## src/fsam_defines.svh

```systemverilog
// Purpose: offsets, field positions, reset values and mapping constants of the segment mapper
// Assumes: included by bare name from every file that needs it
// Notes: definitions only
`ifndef FSAM_DEFINES_SVH
`define FSAM_DEFINES_SVH

// register byte offsets
`define FSAM_CFG_OFS 12'h000
`define FSAM_CTRL_OFS 12'h004
`define FSAM_STAT_OFS 12'h008

// configuration field positions
`define FSAM_UPPER_HI 30
`define FSAM_UPPER_LO 28
`define FSAM_USER_HI 27
`define FSAM_USER_LO 25
`define FSAM_KSEG0_HI 2
`define FSAM_KSEG0_LO 0
`define FSAM_CFG_MASK 32'h7E00_0007

// control and status field positions
`define FSAM_CTRL_ELVL_BIT 0
`define FSAM_STAT_CACHED_BIT 4
`define FSAM_STAT_ADDRERR_BIT 5
`define FSAM_STAT_ELVL_BIT 8

// reset values: every attribute field starts uncached
`define FSAM_CFG_RST 32'h2400_0002
`define FSAM_CTRL_RST 1'h0

// attribute encodings
`define FSAM_CCA_UNCACHED 3'h2
`define FSAM_CCA_CACHED 3'h3

// physical mapping: user offset applies while the error level flag is clear, kernel mask in kseg0 and kseg1 only
`define FSAM_USEG_PHYS_OFS 32'h4000_0000
`define FSAM_KSEG01_MASK 32'h1FFF_FFFF

`endif

```

## src/fsam_pkg.sv

```systemverilog
// Purpose: types shared by the segment mapper files
// Assumes: nothing
// Notes: constants live in fsam_defines.svh
package fsam_pkg;

	typedef enum logic [2:0] {
		seg_useg,
		seg_kseg0,
		seg_kseg1,
		seg_kseg2,
		seg_kseg3
	} fsam_seg_t;

	typedef enum logic [1:0] {
		size_byte,
		size_half,
		size_word
	} fsam_size_t;

endpackage

```

## src/fsam_top.sv

```systemverilog
// Purpose: fixed segment address mapper with APB configuration registers
// Assumes: requests come from core logic on pclk; one request per cycle at most
// Notes: result registered one cycle after the request
`timescale 1ns/10ps
`include "fsam_defines.svh"

module fsam_top (
	// clock and reset
	input wire logic pclk,
	input wire logic presetn,
	// apb slave
	input wire logic psel,
	input wire logic penable,
	input wire logic pwrite,
	input wire logic [11:0] paddr,
	input wire logic [31:0] pwdata,
	output logic [31:0] prdata,
	output logic pready,
	output logic pslverr,
	// translation request
	input wire logic req_valid,
	input wire logic [31:0] req_vaddr,
	input wire fsam_pkg::fsam_size_t req_size,
	input wire logic req_user,
	// translation result
	output logic rsp_valid,
	output logic [31:0] rsp_paddr,
	output logic rsp_cacheable,
	output logic rsp_addr_err,
	output fsam_pkg::fsam_seg_t rsp_seg,
	// attributes to prefetch cache
	output logic [2:0] pfc_user_seg_cache_attr,
	output logic [2:0] pfc_kseg0_cache_attr,
	output logic [2:0] pfc_upper_kseg_cache_attr
);

	logic [31:0] cfg_q;
	logic error_level_flag_q;
	logic [31:0] prdata_q;
	logic rsp_valid_q;
	logic [31:0] rsp_paddr_q;
	logic rsp_cacheable_q;
	logic rsp_addr_err_q;
	fsam_pkg::fsam_seg_t rsp_seg_q;
	logic [2:0] user_seg_cache_attr;
	logic [2:0] kseg0_cache_attr;
	logic [2:0] upper_kseg_cache_attr;
	fsam_pkg::fsam_seg_t xl_seg;
	logic [31:0] xl_paddr;
	logic xl_cacheable;
	logic xl_addr_err;
	logic setup;
	logic access;
	logic mapped;
	logic [31:0] rd_mux;

	assign user_seg_cache_attr = cfg_q[`FSAM_USER_HI:`FSAM_USER_LO];
	assign kseg0_cache_attr = cfg_q[`FSAM_KSEG0_HI:`FSAM_KSEG0_LO];
	assign upper_kseg_cache_attr = cfg_q[`FSAM_UPPER_HI:`FSAM_UPPER_LO];

	// apb slave
	assign setup = psel & ~penable;
	assign access = psel & penable;
	assign mapped = (paddr == `FSAM_CFG_OFS) | (paddr == `FSAM_CTRL_OFS) |
		(paddr == `FSAM_STAT_OFS);
	// zero wait: read data is captured in setup, so access can end at once
	assign pready = 1'b1;
	assign pslverr = access & ~mapped;

	always_comb begin
		rd_mux = 32'h0000_0000;
		case (paddr)
			`FSAM_CFG_OFS: rd_mux = cfg_q;
			`FSAM_CTRL_OFS: rd_mux[`FSAM_CTRL_ELVL_BIT] = error_level_flag_q;
			`FSAM_STAT_OFS: begin
				rd_mux[2:0] = rsp_seg_q;
				rd_mux[`FSAM_STAT_CACHED_BIT] = rsp_cacheable_q;
				rd_mux[`FSAM_STAT_ADDRERR_BIT] = rsp_addr_err_q;
				rd_mux[`FSAM_STAT_ELVL_BIT] = error_level_flag_q;
			end
			default: rd_mux = 32'h0000_0000;
		endcase
	end

	always_ff @(posedge pclk or negedge presetn) begin
		if (!presetn) begin
			prdata_q <= 32'h0000_0000;
		end else if (setup && !pwrite) begin
			prdata_q <= rd_mux;
		end
	end
	assign prdata = prdata_q;

	// reserved configuration bits are not stored and read zero
	always_ff @(posedge pclk or negedge presetn) begin
		if (!presetn) begin
			cfg_q <= `FSAM_CFG_RST;
		end else if (access && pwrite && paddr == `FSAM_CFG_OFS) begin
			cfg_q <= pwdata & `FSAM_CFG_MASK;
		end
	end

	always_ff @(posedge pclk or negedge presetn) begin
		if (!presetn) begin
			error_level_flag_q <= `FSAM_CTRL_RST;
		end else if (access && pwrite && paddr == `FSAM_CTRL_OFS) begin
			error_level_flag_q <= pwdata[`FSAM_CTRL_ELVL_BIT];
		end
	end

	// translation
	fsam_translate u_translate (
		.vaddr(req_vaddr),
		.size(req_size),
		.user_mode(req_user),
		.error_level_flag(error_level_flag_q),
		.user_seg_cache_attr(user_seg_cache_attr),
		.kseg0_cache_attr(kseg0_cache_attr),
		.upper_kseg_cache_attr(upper_kseg_cache_attr),
		.seg(xl_seg),
		.paddr(xl_paddr),
		.cacheable(xl_cacheable),
		.addr_err(xl_addr_err)
	);

	always_ff @(posedge pclk or negedge presetn) begin
		if (!presetn) begin
			rsp_valid_q <= 1'b0;
		end else begin
			rsp_valid_q <= req_valid;
		end
	end

	// result fields hold the last translation, which status reads back except the physical address
	always_ff @(posedge pclk or negedge presetn) begin
		if (!presetn) begin
			rsp_paddr_q <= 32'h0000_0000;
			rsp_cacheable_q <= 1'b0;
			rsp_addr_err_q <= 1'b0;
			rsp_seg_q <= fsam_pkg::seg_useg;
		end else if (req_valid) begin
			rsp_paddr_q <= xl_paddr;
			rsp_cacheable_q <= xl_cacheable;
			rsp_addr_err_q <= xl_addr_err;
			rsp_seg_q <= xl_seg;
		end
	end

	assign rsp_valid = rsp_valid_q;
	assign rsp_paddr = rsp_paddr_q;
	assign rsp_cacheable = rsp_cacheable_q;
	assign rsp_addr_err = rsp_addr_err_q;
	assign rsp_seg = rsp_seg_q;

	// fields go straight from the register so the cache sees writes at once
	assign pfc_user_seg_cache_attr = user_seg_cache_attr;
	assign pfc_kseg0_cache_attr = kseg0_cache_attr;
	assign pfc_upper_kseg_cache_attr = upper_kseg_cache_attr;
endmodule

```

## src/fsam_translate.sv

```systemverilog
// Purpose: combinational segment decode, physical mapping and cacheability
// Assumes: attribute fields come from the configuration register
// Notes: no lookup state, so no miss can ever arise
`timescale 1ns/10ps
`include "fsam_defines.svh"

module fsam_translate (
	// request
	input wire logic [31:0] vaddr,
	input wire fsam_pkg::fsam_size_t size,
	input wire logic user_mode,
	// configuration
	input wire logic error_level_flag,
	input wire logic [2:0] user_seg_cache_attr,
	input wire logic [2:0] kseg0_cache_attr,
	input wire logic [2:0] upper_kseg_cache_attr,
	// result
	output fsam_pkg::fsam_seg_t seg,
	output logic [31:0] paddr,
	output logic cacheable,
	output logic addr_err
);

	logic misaligned;

	always_comb begin
		seg = fsam_pkg::seg_useg;
		paddr = vaddr;
		cacheable = 1'b0;
		if (!vaddr[31]) begin
			seg = fsam_pkg::seg_useg;
			if (error_level_flag) begin
				paddr = vaddr;
				cacheable = 1'b0;
			end else begin
				paddr = vaddr + `FSAM_USEG_PHYS_OFS;
				cacheable = (user_seg_cache_attr == `FSAM_CCA_CACHED);
			end
		end else begin
			case (vaddr[30:29])
				2'h0: begin
					seg = fsam_pkg::seg_kseg0;
					paddr = vaddr & `FSAM_KSEG01_MASK;
					cacheable = (kseg0_cache_attr == `FSAM_CCA_CACHED);
				end
				2'h1: begin
					seg = fsam_pkg::seg_kseg1;
					paddr = vaddr & `FSAM_KSEG01_MASK;
					cacheable = 1'b0;
				end
				2'h2: begin
					seg = fsam_pkg::seg_kseg2;
					cacheable = (upper_kseg_cache_attr == `FSAM_CCA_CACHED);
				end
				default: begin
					seg = fsam_pkg::seg_kseg3;
					cacheable = (upper_kseg_cache_attr == `FSAM_CCA_CACHED);
				end
			endcase
		end
	end

	// only alignment and privilege faults exist; translation never misses
	always_comb begin
		case (size)
			fsam_pkg::size_half: misaligned = vaddr[0];
			fsam_pkg::size_word: misaligned = |vaddr[1:0];
			default: misaligned = 1'b0;
		endcase
		addr_err = misaligned | (user_mode & vaddr[31]);
	end

endmodule

```

## config.mk

```make
export PLATFORM = sky130hd
export DESIGN_NAME = fsam_top
export DESIGN_NICKNAME = d
export VERILOG_FILES = /design/src/fsam_pkg.sv /design/src/fsam_top.sv /design/src/fsam_translate.sv
export VERILOG_INCLUDE_DIRS = /design/src
export SDC_FILE = /design/constraint.sdc
export NUM_CORES = 1
export LEC_CHECK = 0
export ABC_AREA = 1
export BUFFER_PORTS_ARGS = -buffer_cell sky130_fd_sc_hd__buf_2
export CELL_PAD_IN_SITES_DETAIL_PLACEMENT = 1
export CELL_PAD_IN_SITES_GLOBAL_PLACEMENT = 2
export CORE_ASPECT_RATIO = 2
export CORE_MARGIN = 3
export CORE_UTILIZATION = 25
export DETAILED_ROUTE_END_ITERATION = 16
export GPL_TIMING_DRIVEN = 0
export PLACE_DENSITY = 0.86
export SLEW_MARGIN = 20
export SYNTH_ARGS = -nofsm -noshare
export SYNTH_HDL_FRONTEND = slang
export SYNTH_HIERARCHICAL = 1
export SYNTH_SLANG_ARGS = --single-unit
```

## constraint.sdc

```tcl
create_clock -name pclk -period 1.2 [get_ports pclk]
set_clock_uncertainty 0.1 [all_clocks]
set_input_delay 0 -clock pclk [delete_from_list [all_inputs] [get_ports pclk]]
set_output_delay 0 -clock pclk [all_outputs]
set_load 0.03 [all_outputs]
```

# Yosys cells after proc, flatten, opt, wreduce, memory -nomap -nowiden
# Index checks and enable logic that the tools add are counted.
op_classes:
  reduce_logical: 9
  n_addsub: 1
  muxes: 14
  n_bitwise: 9
  eq_ne: 9
ops:
  columns: ["cell", "n"]
  rows:
  - ["32-bit two-way mux", 3]
  - ["32-bit by 31-bit adder with 32-bit output (second input constant)", 1]
  - ["22-bit two-way mux", 1]
  - ["12-bit by 3-bit == test with 1-bit output (second input constant)", 1]
  - ["12-bit by 4-bit == test with 1-bit output (second input constant)", 1]
  - ["12-bit zero test", 1]
  - ["3-bit by 2-bit == test with 1-bit output (second input constant)", 3]
  - ["3-bit case mux with 3 select lines", 1]
  - ["1-bit bitwise AND", 4]
  - ["2-bit by 1-bit == test with 1-bit output (second input constant)", 2]
  - ["2-bit == test (second input constant)", 2]
  - ["1-bit logical AND", 4]
  - ["1-bit case mux with 2 select lines", 2]
  - ["2-bit case mux with 2 select lines", 1]
  - ["2-bit OR reduction", 2]
  - ["1-bit two-way mux", 3]
  - ["3-bit two-way mux", 1]
  - ["1-bit OR", 3]
  - ["1-bit case mux with 3 select lines", 1]
  - ["2-bit zero test", 1]
  - ["2-bit two-way mux", 1]
  - ["1-bit inverter", 2]
  - ["1-bit zero test", 1]
totals:
  reg_bits: 77
  in_bits: 85

# Depth between registers and ports, before layout
# Gate-level depths: netlist of the first run.
logic_depth:
  word_depth: 5
  ltp_mapped: 10
  depth_no_buf: 10

# Hierarchy
# Netlist of the first run, hierarchy kept.
modules_own_cells:
  columns: ["mod", "area_per_inst_um2", "n_inst", "cells_each", "seq_area_each_um2"]
  rows:
  - ["fsam_top", 2608.8, 1, 238, 1505.2]
  - ["fsam_translate", 474.2, 1, 77, 0.0]

# Least setup slack after synthesis of the first run
# Ideal clock, no wire load.
synth_timing:
  kind: "register -> register"
  startpoint: "register cfg_q[1]"
  endpoint: "register rsp_cacheable_q, in the netlist rsp_cacheable"
  period_less_slack_ns: 1.216
  t_required_ns: 1.017
  path_buffers: 0
  t_arrival_ns: 1.034
  setup_time_ns: 0.083
  path_slack_ns: -0.016
  path_stages_with_launch: 9
  path_cell_list: "dfstp_2 inv_1 nor2_1 nand2_1 nand2_1 nand2_1 nand2_1 nand2_1 o21ai_0"
synth_via:
  elab_chain_len: 3
synth_lines:
  columns: ["element", "line", "rtl"]
  rows:
  - ["from (decl)", "fsam_top.sv:37", "logic [31:0] cfg_q;"]
  - ["from (signal assigned)", "fsam_top.sv:97", "cfg_q <= `FSAM_CFG_RST;"]
  - ["from (signal assigned)", "fsam_top.sv:99", "cfg_q <= pwdata & `FSAM_CFG_MASK;"]
  - ["3-bit by 2-bit == test with 1-bit output (no line)", null, null]
  - ["1-bit case mux with 2 select lines", "fsam_translate.sv:40", "case (vaddr[30:29])"]
  - ["1-bit two-way mux", "fsam_translate.sv:30", "if (!vaddr[31]) begin"]
  - ["named net xl_cacheable", "fsam_top.sv:50", "logic xl_cacheable;"]
  - ["to (signal assigned)", "fsam_top.sv:143", "rsp_cacheable_q <= xl_cacheable;"]
  - ["to (decl)", "fsam_top.sv:42", "logic rsp_cacheable_q;"]
# The timed path passes the listed nets, and every way through them passes these cells.
# A chain may end at the register's enable or synchronous reset.

# Final worst setup path of the first run
# Same ends and word-level chain as after synthesis.

==> impl_metrics.yaml, run 1 <==
outcome:
  status: "finished with violations"
  failed_checks: "setup timing"
power:
  p_leak_uw: 0.00244
  sw_frac_of_total: 0.270
  power_frac_comb: 0.182
  powerDensity_nw_per_um2: 1330
  total_power_uw: 6140
  intPower_uw: 4480
  vdd_drop_max_uv: 693
  seqPwrFrac: 0.361
  clockPowerShare: 0.457
  switching_power_uw: 1660
placed_design:
  post-dp-hpwl_um: 6950
  place_area_sq_um: 3810
  dpl_worst_slack_ns: -0.0840
  io_buffer_count: 94
  globalplace.congestion: 0.765
drt:
  wl_um: 9350
  final_antenna_net_count: 0
  dr.pass1.iters: 4
  num_vias: 2674
  drtIter0Drc: 62
  routedWlPerCell_um: 14.7
  via_per_inst: 4.20
  drcViolationCount: 0
yosys:
  synth.most_common_cell: "nand2_1"
  synth_top_cell_by_area: "dfrtp_1"
  ys_seq_elements: 60
  async_flop_share: 1.00
  ys_top_cells_by_count: "nand2_1, dfrtp_1, buf_4, mux2_2, inv_1"
  yosysSeqAreaShare: 0.488
  syn_area_sq_um: 3080
  yosysWarnings: 6
  syn_avg_cell_area_sq_um: 9.79
  synthFlopType: "dfrtp_1"
  ys_types: 27
  synth_top_area_share: 0.463
  synth_edf_count: 0
  synth.area.top_cells: "dfrtp_1, mux2_2, buf_4"
  postSynthCellCount: 315
setup_path:
  cp_max_fo: 3
  worst-path-buf-inv: 1
  cp_top_family: "flip-flops"
  crit_top_cell: "nand2_1"
  cp.arrival_ns: 1.36
  start_kind: "flip-flop"
  cp-end-kind: "flip-flop"
  crit_path_max_incr_delay_ns: 0.55
  critPathSlowestCell: "dfstp_2"
  path_cells: "inv_2, nor2_2, nand2_1, nand2_1, nand2_1, nand2_2, nand2_1, o21ai_1"
  crit_type: "reg2reg"
  worstPathRequired_ns: 1.35
floorplanning:
  rows: 56
  core_area_sq_um: 11900
  die_y_um: 163
  dieArea_sq_um: 13800
  die_w_um: 84.5
  start_util: 0.259
  io_pins: 166
sta:
  slew_headroom: 0.477
  report.final.slew_viol_count: 0
  rsz0062_at_grt: "yes"
  clock.fmax_mhz: 831
  hold_violations: 0
  fin_crit_sh: 1.00
  setup_ws_ns: -0.00337
  finalSetupViolations: 1
  tightest_slew_ns: 0.784
  period_needed_ns: 1.20
clock_network:
  clk_latency_ns: 0.32
  htreeDepth: 3
  cts_sinks: 60
  clkTransAtPathRegs_ns: 0.06
  cts_root_buffer: "clkbuf_16"
  cts_buffer_depth: 2
  numCtsBuffers: 9
  cts_tree: "done"
layout:
  antenna_cells: 0
  final_nets: 578
  syn2layout_area_growth_pct: 49.9
  drive_gt1_frac: 0.464
  final_util: 0.388
  stdcell_area_sq_um: 4620
global_route:
  track_usage: 0.138
  grt_pass1_wl_um: 14700
  grt_max_degree: 61
  grt_pass1_vias: 2984
  antenna_found_initial: 0
  grt_overflow: 0
min_path:
  hold_class: "in2reg"
job:
  drv_cap: 0
==> state kept, by name (all words and copies together) (netlist names) <==
name,flops
rsp_paddr,32
prdata,12
cfg_q,9
rsp_seg,3
error_level_flag_q,1
rsp_addr_err,1
rsp_cacheable,1
rsp_valid,1
==> area by class of cell <==
type / instances / area [sq um]
inverters: 24 / 91.3
plain buffers: 56 / 414
repair buffers: 141 / 936
well taps: 145 / 181
fillers: 1416 / 7290
flip-flops and latches: 60 / 1510
clock buffers: 10 / 239
multi-input cells: 194 / 1170
clock inverters: 6 / 87.6
==> stage by stage <==
| step | cells | hold WS (ns) | TNS (ns) |
|---|---|---|---|
| detailed placement | 573 | 0.0368 | -1.47 |
| CTS | 634 | 0.00444 | -0.0235 |
| finish | 636 | 0.00641 | -0.00337 |
| floorplan | 334 | -0.396 | -0.0141 |
| global route | 636 | 0.0438 | -0.121 |
| global placement | 573 | 0.0502 | -8.09 |
==> timing repair <==
item	CTS	global route
pin swaps	3	5
setup endpoints to repair	3	5
gates resized for setup	6	6
hold buffers	42	0
endpoints found under the hold margin	98	0
buffers inserted	3	2
==> power by group through the flow <==
| stage | Sequential [uW] | Combinational [uW] | Clock [uW] |
|---|---|---|---|
| finish | 2220 | 1110 | 2800 |
| floorplan | 2500 | 424 | 0 |
| global placement | 2240 | 983 | 0 |
| global route | 2230 | 1200 | 2980 |
| detailed placement | 2250 | 1010 | 0 |
| CTS | 2220 | 1120 | 2890 |
==> final timing paths <==
| path | from | to | slack (ns) | depth (start not counted) |
|---|---|---|---|---|
| max in group asynchronous | presetn | error_level_flag_q | 0.23 | 2 |
| min in group asynchronous | presetn | rsp_paddr[13] | 0.21 | 2 |
| max reg2reg | cfg_q[1] | rsp_cacheable | -0.003 | 8 |
| min reg2reg | prdata[2] | prdata[2] | 0.37 | 2 |
| min | req_vaddr[31] | rsp_seg[1] | 0.006 | 4 |
| max | cfg_q[1] | rsp_cacheable | -0.003 | 8 |
==> worst min-delay path, delay by kind of cell <==
| family | cells | cell delay (ns) |
|---|---|---|
| buf+inv | 2 | 0.20 |
| mux | 1 | 0.13 |
| simple gates | 1 | 0.07 |
==> cell usage in the layout (no fill, tap or decap), types with 2 or more instances in the layout <==
cell	instances
ha_1	7
inv_1	18
dlygate4sd3_1	42
bufinv_16	2
o21ai_0	12
o31ai_1	2
nor2_1	12
nor2_2	4
mux2_2	35
dfrtp_1	56
inv_2	4
nor2_4	2
buf_2	95
buf_4	56
clkbuf_16	9
clkinv_2	2
dfstp_2	3
nand2_2	6
conb_1	21
nand2_1	66
nand3_1	18
clkinvlp_4	3
o21ai_1	3
clkbuf_4	2
==> cells by family after synthesis <==
kind of cell               after synthesis  synth area share
and+or+nand+nor                        111             0.153
buffers and inverters                   80             0.164
DFF                                     60             0.488
muxes                                   35             0.128
AOI/OAI and AO/OA                       20            0.0357
adders and majority gates                7            0.0284
other                                    2           0.00244
==> per-layer routing <==
metal | global-route usage | share of wire | up-vias
met1 | 0.123 | 0.32 | 1293
met3 | 0.0333 | 0.057 | 18
met2 | 0.277 | 0.59 | 88
li1 | - | - | 1275
met5 | 0 | 0 | -
met4 | 0.0699 | 0.031 | 0
(Power assumes the default switching activity.)
==> run 2: changes to the inputs <==
- HOLD_SLACK_MARGIN: unset -> 0.08
==> impl_metrics.yaml, run 2 (same netlist as run 1, synthesis figures left out) <==
setup_path:
  worstSetupStartpoint: "cfg_q[1]"
  reg2reg_slack_ns: -0.003
  path_cells: "inv_2, nor2_2, nand2_1, nand2_1, nand2_1, nand2_2, nand2_1, o21ai_1"
  worst-path-buf-inv: 1
  crit_top_cell: "nand2_1"
  r2r-start: "cfg_q[1]"
  cp-end-kind: "flip-flop"
  cp.arrival_ns: 1.36
  ff2ff_path_depth: 8
  cp_top_family: "flip-flops"
  r2r_end: "rsp_cacheable"
  critPathSlowestCell: "dfstp_2"
  worstPathRequired_ns: 1.36
  start_kind: "flip-flop"
  crit_path_max_incr_delay_ns: 0.55
  cp_max_fo: 3
  crit_type: "reg2reg"
min_path:
  min_path_cells: 5
  hold_class: "in2reg"
  hold_path_end: "cfg_q[29]"
  hold_start: "psel"
layout:
  antenna_cells: 0
  drive_gt1_frac: 0.462
  syn2layout_area_growth_pct: 50.6
  layout_commonest_cell: "buf_2"
  final_nets: 580
  largest_register_ffs: 32
  layout_common_cells: "buf_2, nand2_1, buf_4, dfrtp_1, dlygate4sd3_1"
drt:
  dr.pass1.iters: 4
  final_antenna_net_count: 0
  wl_um: 9380
  drcViolationCount: 0
  num_vias: 2684
  via_per_inst: 4.21
  routedWlPerCell_um: 14.7
  drtIter0Drc: 66
clock_network:
  cts_tree: "done"
  numCtsBuffers: 9
  cts_root_buffer: "clkbuf_16"
  ctsHoldBuffers: 44
  cts_buffer_depth: 2
  clk_latency_ns: 0.33
  clkTransAtPathRegs_ns: 0.05
  htreeDepth: 3
  cts_sinks: 60
global_route:
  grt_overflow: 0
  track_usage: 0.139
  grt_pass1_vias: 2979
  grt_max_degree: 61
  antenna_found_initial: 0
  grt_pass1_wl_um: 14700
sta:
  fin_crit_sh: 1.00
  finalSetupViolations: 1
  tightest_slew_ns: 0.787
  tns_ns: -0.00349
  holdWs_ns: 0.0144
  slew_headroom: 0.475
  setup_ws_ns: -0.00349
  clock.fmax_mhz: 831
  hold_violations: 0
  rsz0062_at_grt: "yes"
  report.final.slew_viol_count: 0
  period_needed_ns: 1.20
floorplanning:
  start_util: 0.259
  die_y_um: 163
  dieArea_sq_um: 13800
  die_w_um: 84.5
  io_pins: 166
  rows: 56
  core_area_sq_um: 11900
placed_design:
  post-dp-hpwl_um: 6950
  globalplace.congestion: 0.765
  io_buffer_count: 94
power:
  p_leak_uw: 0.00245
  powerDensity_nw_per_um2: 1330
  vdd_drop_max_uv: 704
outcome:
  failed_checks: "setup timing"
  status: "finished with violations"
job:
  drv_cap: 0
==> run 2: cell types whose count changed in the layout (fill, tap and decap cells not counted) <==
cell,delta
dlygate4sd3_1,+2
==> run 2: metal layers <==
metal  part of all wire  track usage  wire (um)
met1               0.32        0.124       3010
met3              0.057       0.0333        538
met2               0.59        0.276       5530
met4              0.031       0.0699        295
met5                  0            0          0
==> run 2: cell type report <==
cell class	instances	area, sq um
fill	1416	7270
sequential	60	1510
multi-input combinational	194	1170
timing repair buffer	143	956
buffer	56	414
clock buffer	10	239
tap	145	181
inverter	24	91.3
clock inverter	6	87.6
==> run 2: worst max path at each step <==
stage          slack (ns)            end  cells after the start
2_1_floorplan       -0.01  rsp_cacheable                      8
3_3_place_gp        -0.14  rsp_paddr[24]                      1
3_5_place_dp        -0.08     prdata[26]                      6
4_1_cts             -0.02  rsp_cacheable                      8
5_1_grt             -0.09  rsp_cacheable                      8
6_report           -0.003  rsp_cacheable                      8
==> run 2: where the power goes <==
part	total (uW)	internal [uW]	switching, uW
clock	2820	1870	947
sequential	2220	2150	65.3
combinational	1120	464	656
==> run 2: stage by stage <==
step,setup WS [ns],instances,utilization,cell area [sq um],power [uW]
after floorplan,-0.0141,334,-,3150,2930
after global placement,-0.142,573,0.320,3810,3230
after detailed placement,-0.0840,573,0.320,3810,3260
after CTS,-0.0235,636,0.388,4620,6230
after global routing,-0.0925,638,0.390,4640,6410
final,-0.00349,638,0.390,4640,6150
==> run 2: worst register-to-register path, cell delays in order (launching register included) <==
cell     delay (ns)
dfstp_2        0.55
inv_2          0.04
nor2_2         0.09
nand2_1        0.06
nand2_1        0.06
nand2_1        0.06
nand2_2        0.06
nand2_1        0.06
o21ai_1        0.07
==> run 2: what timing repair did <==
item / 4_1_cts / 5_1_grt
pin swaps: 3 / 5
hold endpoints to repair: 108 / 4
endpoints found under the setup margin: 3 / 5
gates resized for setup: 6 / 6
buffers inserted: 3 / 2
cloned: 0 / 0
==> run 3: changes to the inputs <==
- CELL_PAD_IN_SITES_DETAIL_PLACEMENT: 1 -> unset
- CELL_PAD_IN_SITES_GLOBAL_PLACEMENT: 2 -> unset
- CORE_UTILIZATION: 25 -> 30
- PLACE_DENSITY: 0.86 -> 0.63
==> impl_metrics.yaml, run 3 (same netlist as run 1, synthesis figures left out) <==
placed_design:
  place_area_sq_um: 3790
  globalplace.congestion: 0.772
  dpl_worst_slack_ns: -0.0704
  io_buffer_count: 94
  post-dp-hpwl_um: 5980
floorplanning:
  io_pins: 166
  rows: 51
  dieArea_sq_um: 11600
  start_util: 0.312
  die_y_um: 149
  die_w_um: 77.7
  core_area_sq_um: 9890
clock_network:
  numCtsBuffers: 9
  cts_buffer_depth: 2
  clkTransAtPathRegs_ns: 0.05
  cts_root_buffer: "clkbuf_16"
  ctsHoldBuffers: 46
  cts_sinks: 60
  htreeDepth: 3
  cts_tree: "done"
  clk_latency_ns: 0.32
sta:
  report.final.slew_viol_count: 0
  clock.fmax_mhz: 829
  tns_ns: -0.00560
  hold_violations: 0
  finalSetupViolations: 1
  fin_crit_sh: 1.00
  period_needed_ns: 1.21
  setup_ws_ns: -0.00560
  rsz0062_at_grt: "yes"
  tightest_slew_ns: 0.773
  slew_headroom: 0.484
drt:
  final_antenna_net_count: 0
  num_vias: 2595
  routedWlPerCell_um: 13.0
  wl_um: 8140
  drtIter0Drc: 97
  drcViolationCount: 0
  via_per_inst: 4.15
  dr.pass1.iters: 4
power:
  powerDensity_nw_per_um2: 1320
  p_leak_uw: 0.00246
  vdd_drop_max_uv: 963
layout:
  syn2layout_area_growth_pct: 50.0
  stdcell_area_sq_um: 4620
  seq_area_sq_um: 1510
  drive_gt1_frac: 0.457
  final_nets: 579
  layout_commonest_cell: "buf_2"
  multi_input_area_sq_um: 1160
  layout_common_cells: "buf_2, nand2_1, buf_4, dfrtp_1, dlygate4sd3_1"
  fill_cells: 957
  largest_register_ffs: 32
setup_path:
  crit_top_cell: "nand2_1"
  crit_path_max_incr_delay_ns: 0.55
  cp_max_fo: 4
  cp_top_family: "flip-flops"
  path_cells: "nand2_1, nor2_2, nand3_1, nand2_1, nand2_1, o21ai_1"
  worst-path-buf-inv: 0
  start_kind: "flip-flop"
  crit_type: "reg2reg"
  cp.arrival_ns: 1.35
  critPathSlowestCell: "dfstp_2"
  worstPathRequired_ns: 1.34
  cp-end-kind: "flip-flop"
global_route:
  grt_overflow: 0
  grt_max_degree: 61
  antenna_found_initial: 0
  grt_pass1_vias: 2763
  track_usage: 0.144
  grt_pass1_wl_um: 12900
outcome:
  failed_checks: "setup timing"
  status: "finished with violations"
min_path:
  hold_class: "in2reg"
job:
  drv_cap: 0
## run 3: what timing repair did
| item | 4_1_cts | 5_1_grt |
|---|---|---|
| buffers inserted | 1 | 3 |
| endpoints found under the setup margin | 2 | 17 |
| pin swaps | 0 | 5 |
| hold endpoints to repair | 111 | 4 |
| gates resized for setup | 1 | 13 |
## run 3: layout make-up
cell class / count / area share
diodes: 1 / 0.000541
well taps: 132 / 0.0357
clock buffers: 12 / 0.0555
repair buffers: 142 / 0.206
plain buffers: 56 / 0.0896
flip-flops and latches: 60 / 0.326
clock inverters: 4 / 0.0157
inverters: 24 / 0.0198
multi-input cells: 194 / 0.252
## run 3: report_power, final
part / internal (uW) / switching, uW / leakage [uW] / total, uW
Sequential: 2150 / 64.0 / 0.000748 / 2220
Combinational: 466 / 644 / 0.00156 / 1110
Clock: 1930 / 862 / 0.000159 / 2790
Total: 4540 / 1570 / 0.00246 / 6110
## run 3: metal layers
metal / global-route usage / wire length [um]
met5: 0 / 0
met4: 0.0891 / 300
met3: 0.0345 / 437
met2: 0.270 / 4610
met1: 0.137 / 2790
## run 3: stage by stage
stage / power (uW) / util / std cells / hold WS, ns
floorplan: 2930 / - / 334 / -0.396
global placement: 3220 / 0.383 / 560 / 0.0598
detailed placement: 3250 / 0.383 / 560 / 0.0298
CTS: 6210 / 0.464 / 623 / -0.00597
global route: 6380 / 0.467 / 624 / 0.0330
finish: 6110 / 0.467 / 625 / 0.00200
## run 3: worst register-to-register path: cells and delay by family (launching register included)
family / cells / cell delay (ns)
flops: 1 / 0.55
compound gates: 1 / 0.07
simple gates: 5 / 0.42
## run 3: final timing paths
path | startpoint | cells past startpoint | slack [ns] | to
hold reg to reg | prdata[2] | 2 | 0.37 | prdata[2]
min in group asynchronous | presetn | 2 | 0.20 | rsp_paddr[7]
hold / removal | psel | 5 | 0.002 | cfg_q[1]
setup / recovery | cfg_q[26] | 6 | -0.006 | rsp_cacheable
max in group asynchronous | presetn | 2 | 0.24 | error_level_flag_q
setup reg to reg | cfg_q[26] | 6 | -0.006 | rsp_cacheable
